File: src/common/cpu_status_word_pkg.sv
// constants, field layout and carrier types of the cpu status word
package cpu_status_word_pkg;

    // ----------------------------------------------------------------
    // register bus
    // ----------------------------------------------------------------
    localparam int          ADDR_W           = 8;
    localparam int          DATA_W           = 32;
    localparam logic [7:0]  ADDR_STATUS_WORD = 8'h00;

    // ----------------------------------------------------------------
    // field positions
    // ----------------------------------------------------------------
    localparam int POS_PRIV     = 30;
    localparam int POS_BANK     = 29;
    localparam int POS_BLK      = 28;
    localparam int POS_LOCK_EN  = 15;
    localparam int POS_M        = 9;
    localparam int POS_Q        = 8;
    localparam int POS_IMASK_LO = 4;
    localparam int POS_S        = 1;
    localparam int POS_T        = 0;
    localparam int IMASK_W      = 4;

    // ----------------------------------------------------------------
    // reset values
    // ----------------------------------------------------------------
    localparam logic       RST_PRIV    = 1'b1;
    localparam logic       RST_BANK    = 1'b1;
    localparam logic       RST_BLK     = 1'b1;
    localparam logic       RST_LOCK_EN = 1'b0;
    localparam logic [3:0] RST_IMASK = 4'hF;
    localparam logic [3:0] RST_FLAGS = 4'h0;

    // ----------------------------------------------------------------
    // instruction-owned flags, index into the flag array
    // ----------------------------------------------------------------
    localparam int FLAG_N = 4;
    localparam int FLAG_T = 0;
    localparam int FLAG_S = 1;
    localparam int FLAG_Q = 2;
    localparam int FLAG_M = 3;

    // ----------------------------------------------------------------
    // carrier types
    // ----------------------------------------------------------------
    typedef struct packed {
        logic [ADDR_W-1:0] addr;
        logic [DATA_W-1:0] wdata;
        logic              wr;
        logic              rd;
    } bus_req_t;

    typedef struct packed {
        logic we;
        logic val;
    } flag_wr_t;

    typedef struct packed {
        logic               priv;
        logic               bank;
        logic               blk;
        logic               lock_en;
        logic               m;
        logic               q;
        logic [IMASK_W-1:0] imask;
        logic               s;
        logic               t;
    } status_fields_t;

endpackage

File: src/hw/status_flag_merge.sv
// next value of one instruction-owned status flag
`timescale 1ns/1ps
module status_flag_merge
    import cpu_status_word_pkg::*;
(
    input  wire logic     i_cur,     // present flag value
    input  wire flag_wr_t i_upd,     // update from an instruction unit
    input  wire logic     i_bus_we,  // status word written over the bus
    input  wire logic     i_bus_val, // flag bit of the bus write data
    output logic          o_nxt      // next flag value
);

    // ----------------------------------------------------------------
    // merge
    // ----------------------------------------------------------------
    // instruction result wins: it belongs to the instruction stream
    always_comb begin
        o_nxt = i_cur;
        if (i_upd.we) begin
            o_nxt = i_upd.val;
        end else if (i_bus_we) begin
            o_nxt = i_bus_val;
        end
    end

endmodule

File: src/hw/irq_accept_gate.sv
// acceptance of exceptions and masked interrupt requests
`timescale 1ns/1ps
module irq_accept_gate
    import cpu_status_word_pkg::*;
#(
    parameter int LEVEL_W = IMASK_W  // width of the request level
)
(
    input  wire logic [LEVEL_W-1:0] i_mask,       // present mask level
    input  wire logic               i_block,      // exception block bit
    input  wire logic               i_exc_req,    // exception request
    input  wire logic               i_irq_req,    // interrupt request
    input  wire logic [LEVEL_W-1:0] i_irq_level,  // interrupt request level
    output logic                    o_exc_accept, // exception taken
    output logic                    o_irq_accept  // interrupt taken
);

    // ----------------------------------------------------------------
    // level compare
    // ----------------------------------------------------------------
    function automatic logic level_unmasked(input logic [LEVEL_W-1:0] lvl,
                                            input logic [LEVEL_W-1:0] msk);
        level_unmasked = (lvl > msk);
    endfunction

    // exceptions go ahead of interrupts in the same cycle
    always_comb begin
        o_exc_accept = 1'b0;
        o_irq_accept = 1'b0;
        if (!i_block) begin
            o_exc_accept = i_exc_req;
            o_irq_accept = i_irq_req && !i_exc_req
                        && level_unmasked(i_irq_level, i_mask);
        end
    end

endmodule

File: src/hw/cpu_status_word_logic.sv
// cpu status word: mode, bank, block, cache lock, mask level and flags
//
// What this block does
// - reset and every taken exception or interrupt select register bank 1
// - block bit at 1 stops acceptance of exceptions and interrupts
// - block bit at 0 lets exceptions and interrupts be accepted
// - block bit goes to 1 on reset and on every taken event
// - cache lock works only while cache lock enable is 1
// - divisor sign and quotient flags held for divide instructions
// - four-bit mask level decides which request levels are masked
// - mask level untouched by interrupt acceptance, resets to all ones
// - saturation flag drives the multiply-accumulate mode
// - condition flag records true or false of compares and tests
// - condition flag also records carry, borrow, overflow or underflow
// - reserved bits read zero; software writes zero there
// - instructions change divide, saturation and condition flags in user mode
// - privilege bit 1 means privileged, 0 means user operation
`timescale 1ns/1ps
module cpu_status_word_logic
    import cpu_status_word_pkg::*;
#(
    parameter int LEVEL_W = IMASK_W  // interrupt level width
)
(
    input  wire logic                 i_core_clk,        // core clock, 125 MHz
    input  wire logic                 i_rst,             // async reset, high
    input  wire bus_req_t             i_bus,             // register bus request
    output logic [DATA_W-1:0]         o_rdata,           // read data, cycle after read
    input  wire logic                 i_exc_req,         // exception request
    input  wire logic                 i_irq_req,         // interrupt request
    input  wire logic [LEVEL_W-1:0]   i_irq_level,       // interrupt request level
    output logic                      o_exc_accept,      // exception taken
    output logic                      o_irq_accept,      // interrupt taken
    input  wire flag_wr_t [FLAG_N-1:0] i_flag_upd,       // flag writes by instructions
    input  wire logic                 i_cache_lock_req,  // cache lock use request
    output logic                      o_cache_lock_grant, // cache lock usable
    output status_fields_t            o_fields           // status fields to the core
);

    // ----------------------------------------------------------------
    // elaboration check
    // ----------------------------------------------------------------
    if (LEVEL_W != IMASK_W) begin : g_bad_level_w
        $error("LEVEL_W must equal the mask level field width");
    end

    // ----------------------------------------------------------------
    // state
    // ----------------------------------------------------------------
    logic               priv_ff;
    logic               bank_ff;
    logic               blk_ff;
    logic               lock_en_ff;
    logic [IMASK_W-1:0] imask_ff;
    logic [FLAG_N-1:0]  flag_ff;
    logic [FLAG_N-1:0]  nxt_flag;
    logic [DATA_W-1:0]  rdata_ff;
    logic               taken;
    logic               word_wr;
    logic               word_rd;
    logic               priv_wr;

    localparam int FLAG_POS [FLAG_N] = '{POS_T, POS_S, POS_Q, POS_M};

    // ----------------------------------------------------------------
    // acceptance
    // ----------------------------------------------------------------
    irq_accept_gate #(
        .LEVEL_W (LEVEL_W)
    ) u_accept (
        .i_mask       (imask_ff),
        .i_block      (blk_ff),
        .i_exc_req    (i_exc_req),
        .i_irq_req    (i_irq_req),
        .i_irq_level  (i_irq_level),
        .o_exc_accept (o_exc_accept),
        .o_irq_accept (o_irq_accept)
    );

    assign taken = o_exc_accept || o_irq_accept;

    // ----------------------------------------------------------------
    // bus decode
    // ----------------------------------------------------------------
    // only the status word is mapped; other addresses read zero, writes vanish
    always_comb begin
        word_wr = 1'b0;
        word_rd = 1'b0;
        if (i_bus.addr == ADDR_STATUS_WORD) begin
            word_wr = i_bus.wr;
            word_rd = i_bus.rd;
        end
    end

    // user mode writes reach only the instruction-owned flags
    assign priv_wr = word_wr && priv_ff;

    // ----------------------------------------------------------------
    // mode, bank and block bits
    // ----------------------------------------------------------------
    // a taken event wins over a bus write in the same cycle
    // the privilege bit is itself privileged: user code cannot promote itself
    always_ff @(posedge i_core_clk or posedge i_rst) begin
        if (i_rst) begin
            priv_ff <= RST_PRIV;
            bank_ff <= RST_BANK;
            blk_ff  <= RST_BLK;
        end else if (taken) begin
            priv_ff <= 1'b1;
            bank_ff <= 1'b1;
            blk_ff  <= 1'b1;
        end else if (priv_wr) begin
            priv_ff <= i_bus.wdata[POS_PRIV];
            bank_ff <= i_bus.wdata[POS_BANK];
            blk_ff  <= i_bus.wdata[POS_BLK];
        end
    end

    // ----------------------------------------------------------------
    // cache lock enable
    // ----------------------------------------------------------------
    always_ff @(posedge i_core_clk or posedge i_rst) begin
        if (i_rst) begin
            lock_en_ff <= RST_LOCK_EN;
        end else if (priv_wr) begin
            lock_en_ff <= i_bus.wdata[POS_LOCK_EN];
        end
    end

    // grant stays combinational so a cleared enable stops the lock unit at once
    assign o_cache_lock_grant = i_cache_lock_req && lock_en_ff;

    // ----------------------------------------------------------------
    // interrupt mask level
    // ----------------------------------------------------------------
    // acceptance never loads the level, so nested masking is up to software
    always_ff @(posedge i_core_clk or posedge i_rst) begin
        if (i_rst) begin
            imask_ff <= RST_IMASK;
        end else if (priv_wr) begin
            imask_ff <= i_bus.wdata[POS_IMASK_LO +: IMASK_W];
        end
    end

    // ----------------------------------------------------------------
    // instruction-owned flags
    // ----------------------------------------------------------------
    for (genvar gi = 0; gi < FLAG_N; gi++) begin : g_flag
        status_flag_merge u_merge (
            .i_cur     (flag_ff[gi]),
            .i_upd     (i_flag_upd[gi]),
            .i_bus_we  (word_wr),
            .i_bus_val (i_bus.wdata[FLAG_POS[gi]]),
            .o_nxt     (nxt_flag[gi])
        );
    end

    // divide, multiply-accumulate and condition state, writable in user mode
    always_ff @(posedge i_core_clk or posedge i_rst) begin
        if (i_rst) begin
            flag_ff <= RST_FLAGS;
        end else begin
            flag_ff <= nxt_flag;
        end
    end

    // ----------------------------------------------------------------
    // read path
    // ----------------------------------------------------------------
    function automatic logic [DATA_W-1:0] pack_word(input status_fields_t f);
        logic [DATA_W-1:0] w;
        w                                = '0;
        w[POS_PRIV]                      = f.priv;
        w[POS_BANK]                      = f.bank;
        w[POS_BLK]                       = f.blk;
        w[POS_LOCK_EN]                   = f.lock_en;
        w[POS_M]                         = f.m;
        w[POS_Q]                         = f.q;
        w[POS_IMASK_LO +: IMASK_W]       = f.imask;
        w[POS_S]                         = f.s;
        w[POS_T]                         = f.t;
        pack_word                        = w;
    endfunction

    // reserved positions stay zero; unmapped reads and idle cycles give zero
    always_ff @(posedge i_core_clk or posedge i_rst) begin
        if (i_rst) begin
            rdata_ff <= 32'h0000_0000;
        end else if (word_rd) begin
            rdata_ff <= pack_word(o_fields);
        end else begin
            rdata_ff <= 32'h0000_0000;
        end
    end

    assign o_rdata = rdata_ff;

    // ----------------------------------------------------------------
    // field outputs
    // ----------------------------------------------------------------
    always_comb begin
        o_fields       = '0;
        o_fields.priv  = priv_ff;
        o_fields.bank  = bank_ff;
        o_fields.blk   = blk_ff;
        o_fields.lock_en = lock_en_ff;
        o_fields.m     = flag_ff[FLAG_M];
        o_fields.q     = flag_ff[FLAG_Q];
        o_fields.imask = imask_ff;
        o_fields.s     = flag_ff[FLAG_S];
        o_fields.t     = flag_ff[FLAG_T];
    end
endmodule

File: config.mk
export PLATFORM = sky130hd
export DESIGN_NAME = cpu_status_word_logic
export DESIGN_NICKNAME = d
export VERILOG_FILES = /design/src/common/cpu_status_word_pkg.sv /design/src/hw/status_flag_merge.sv /design/src/hw/irq_accept_gate.sv /design/src/hw/cpu_status_word_logic.sv
export SDC_FILE = /design/constraint.sdc
export NUM_CORES = 1
export LEC_CHECK = 0
export BUFFER_PORTS_ARGS = -buffer_cell sky130_fd_sc_hd__clkbuf_2
export CORE_UTILIZATION = 34
export DETAILED_ROUTE_END_ITERATION = 8
export GPL_TIMING_DRIVEN = 0
export PLACE_DENSITY = 0.82
export SETUP_SLACK_MARGIN = 0.1
export SLEW_MARGIN = 20
export SYNTH_ARGS = -nofsm -noshare
export SYNTH_HDL_FRONTEND = slang
export SYNTH_SLANG_ARGS = --single-unit
File: constraint.sdc
create_clock -name i_core_clk -period 1.3 [get_ports i_core_clk]
set_input_delay 0.13 -clock i_core_clk [delete_from_list [all_inputs] [get_ports i_core_clk]]
set_output_delay 0.13 -clock i_core_clk [all_outputs]
set_load 0.005 [all_outputs]
# == Word level (Yosys, flattened, before mapping) ==
# Cells that the tools add are included.
# op_classes
magnitude_cmp,1
muxes,19
n_reduce_logical,12
# op_table
operator,n
$mux W31,1
$mux W1,18
$reduce_bool A2 Y1,5
$logic_not A8 Y1,1
$gt A4 B4 Y1,1
$logic_and A1 B1 Y1,4
$logic_not A1 Y1,1
$logic_or A1 B1 Y1,1
# totals
register_bits,44
in_bits,59
output_inout_bits,47

# == Longest topological paths before layout ==
# depth
word_depth,6
mapped_depth,6
depth_no_buf,6

# == By module ==
# A second synthesis with hierarchy kept.
# unflattened
hier_cells,117
hier_area_um2,1286.2
# modules_own_cells
module,instances,cells_per_inst,area_each_um2,seq_area_each_um2
cpu_status_word_logic,1,89,1077.3,609.3
irq_accept_gate,1,16,133.9,0.0
status_flag_merge,4,3,18.8,0.0

# == Least setup slack after synthesis ==
# No wires, ideal clock.
# synth_timing
kind,register to output
from,reg imask_ff[1]
to,out o_irq_accept
arrival_time_ns,1.328
setup_slack_ns,-0.158
path_stages_with_launch,7
n_path_buf,0
path_cell_list,dfstp_2 inv_1 ha_1 nor2b_1 o211ai_1 a21o_1 nor2_1
# synth_between
elab_chain_len,3
# synth_rtl
element,line_no,source
from (decl),cpu_status_word_logic.sv:54,logic [IMASK_W-1:0] imask_ff;
from (signal assigned),cpu_status_word_logic.sv:141,imask_ff <= i_bus.wdata[POS_IMASK_LO +: IMASK_W];
$gt A4 B4 Y1,irq_accept_gate.sv:23,level_unmasked = (lvl > msk);
$logic_and A1 B1 Y1,irq_accept_gate.sv:33,"&& level_unmasked(i_irq_level, i_mask);"
$mux W1,irq_accept_gate.sv:30,if (!i_block) begin
to (decl),cpu_status_word_logic.sv:33,"output logic o_irq_accept,"
# No other way between the ends.

# == Worst setup path after layout ==
# Ends and elaborated chain as after synthesis.

==> impl_metrics.yaml <==
worst_setup_path:
  cp_slowest_cell: "dfstp_2"
  crit_type: "reg -> out"
  reg2reg_slack_ns: -0.28
  cp_max_fo: 2
  cp_slowest_stage_delay_ns: 0.54
  crit_buf_inv: 2
  timing.rr.end: "blk_ff"
  startpoint_type: "flip-flop"
  critPathTopFamily: "flip-flops"
  arrival_ns: 1.69
  cp-end-kind: "output port"
  crit_chain: "inv_2 -> ha_4 -> nor2b_4 -> o211ai_1 -> a21o_1 -> nor2_1 -> buf_2"
  rr_worst_depth: 8
  crit-reg2reg-launch: "imask_ff[1]"
  worstPathRequired_ns: 1.17
flow_run:
  cap_viol_max_count: 0
synth:
  ys.flop_type: "dfrtp_1"
  synth_top_area_cell: "dfrtp_1"
  ys_seq_area_share_pct: 48.2
  ys_seq_elements: 24
  yosysWarnings: 0
  synth.distinct_cells: 24
  synth.area.top_cells: "dfrtp_1 (34%), buf_4 (17%), dfstp_2 (15%)"
  syn_inst: 109
  synth_edf_count: 0
  async_reset_ff_share_pct: 100
  yosysTopAreaCellShare_pct: 33.6
  synth_area_per_cell_um2: 11.6
  syn_area_um2: 1260
routing:
  vias: 1031
  drc: 0
  wire_per_inst_um: 11.5
  drtPass1Iterations: 4
  drt_iter0_drc: 35
  viasPerCell: 4.08
  detail-route-antenna-nets: 0
  routed_wl_mm: 2.90
layout:
  stdcell_area_um2: 1990
  drive_gt1_share_pct: 67.6
  finish.net_count: 271
  area_delta_synth_final_pct: 57.5
  instances_no_fill: 253
  diodes: 0
floorplan:
  fp-row-count: 21
  core-area_um2: 3440
  dieHeight_um: 63.0
  die_area_um2: 3970
  io_pins: 106
  start_util_pct: 36.8
  die-width_um: 63.0
timing:
  rsz0062_at_grt: "true"
  slew-limit-headroom_pct: 41.0
  worst_slack_ns: -0.519
  clock.fmax_mhz: 550
  hold_viol: 0
  clock_skew_ns: 0.00481
  final.period_utilization_pct: 140
  setup_viol: 4
  tightest_slew_ns: 0.884
  min_period_ns: 1.82
  slew_viol_final: 0
  finalSetupTns_ns: -1.36
power:
  report.power.total_w: 0.00162
  cellPowerDensity_nw_per_um2: 814
  vdd_ir_drop_max_v: 0.000404
  p_leak_nw: 1.14
clocking:
  cts_tree: "done"
  cts_buffers: 3
  ctsHoldBuffers: 0
  cts_sinks: 24
  clkLatencyLatePin_ns: 0.26
  path_clk_slew_ns: 0.08
  clockBufferDepth: 2
  htree_levels: 1
  cts_root_buf: "clkbuf_8"
outcome:
  outcome: "complete, but fails checks"
  violations: "negative setup slack"
place:
  post-place-cells: 239
  dpl_cell_area_um2: 1750
  dp_slack_ns: -0.347
  numPortBuffers: 65
  place.gp.congestion: 0.671
  hpwlAfterDp_mm: 2.09
global_route:
  grt_pass1_wl_mm: 4.49
  grt_max_degree: 25
  grt_pass1_vias: 1012
  antenna_found_initial: 0
  overflow: 0
  grtUsageTotal_pct: 14.5
hold_path:
  hold_class: "in -> async"
[registers in the layout, summed over array words and instances (netlist names)]
register	count
flag_ff	4
blk_ff	1
imask_ff	4
priv_ff	1
bank_ff	1
o_rdata	12
lock_en_ff	1
[layout by cell type, fill, tap and decap left out, types with 2 or more instances in the layout]
cell / count
clkbuf_2: 61
inv_1: 4
dfrtp_1: 17
clkbuf_8: 4
nor4_4: 2
buf_4: 36
conb_1: 20
nand3_2: 3
nand4_1: 2
ha_4: 3
inv_2: 2
dfstp_2: 7
mux2i_1: 2
mux2_4: 8
buf_6: 4
buf_2: 2
mux2_2: 5
and2_1: 13
[cell type report]
| type | count | area [um2] |
|---|---|---|
| multi-input combinational | 69 | 613 |
| timing repair buffer | 75 | 429 |
| clock buffer | 4 | 45.0 |
| inverter | 6 | 22.5 |
| tap | 46 | 57.6 |
| buffer | 29 | 215 |
| sequential | 24 | 609 |
| fill | 296 | 1450 |
[worst max-delay path by stage]
| stage | startpoint | end | slack, ns | depth (start not counted) |
|---|---|---|---|---|
| floorplan | imask_ff[1] | o_irq_accept | -0.16 | 6 |
| global placement | imask_ff[1] | o_irq_accept | -0.32 | 7 |
| global route | imask_ff[2] | o_irq_accept | -0.58 | 7 |
| detailed placement | imask_ff[1] | o_irq_accept | -0.35 | 7 |
| CTS | imask_ff[1] | o_irq_accept | -0.55 | 7 |
| finish | imask_ff[1] | o_irq_accept | -0.52 | 7 |
[logic make-up after synthesis]
family / Yosys count / share of synthesized area, %
simple gates: 26 / 13.7
buf+inv: 35 / 18.7
fa+ha+maj: 4 / 3.96
compound gates: 4 / 1.98
mux: 15 / 13.2
other cells: 1 / 0.296
flops: 24 / 48.2
[report_power, final]
group	switching, W	leakage (nW)	total, W	internal [W]
Sequential	0.0000261	0.301	0.000815	0.000789
Combinational	0.000139	0.812	0.000375	0.000236
Clock	0.000212	0.0228	0.000430	0.000218
Total	0.000377	1.14	0.00162	0.00124
[timing repair]
item | in CTS | in global routing
setup endpoints to repair | 14 | 14
resized for setup | 20 | 9
pin swaps | 3 | 5
buffers inserted | 11 | 3
[through the flow]
step	util, %	hold slack (ns)
floorplan	-	0.139
global placement	50.9	0.339
detailed placement	50.9	0.343
CTS	57.1	0.0618
global route	57.9	0.0979
finish	57.9	0.0328
[synthesized netlist by cell type, types with 2 or more instances]
| cell type | n |
|---|---|
| buf_4 | 28 |
| dfrtp_1 | 17 |
| and2_1 | 13 |
| mux2_2 | 9 |
| dfstp_2 | 7 |
| inv_1 | 6 |
| ha_1 | 4 |
| mux2_1 | 4 |
| nand3_1 | 3 |
| mux2i_1 | 2 |
| nand4_1 | 2 |
| nor4_2 | 2 |
[per-layer routing]
layer / track usage (%) / wire (um) / vias up
met5: 0 / 0 / -
met1: 16.6 / 1150 / 467
met3: 2.01 / 197 / 4
li1: - / - / 505
met2: 26.9 / 1520 / 55
met4: 5.23 / 38 / 0
(Power assumes the default switching activity.)
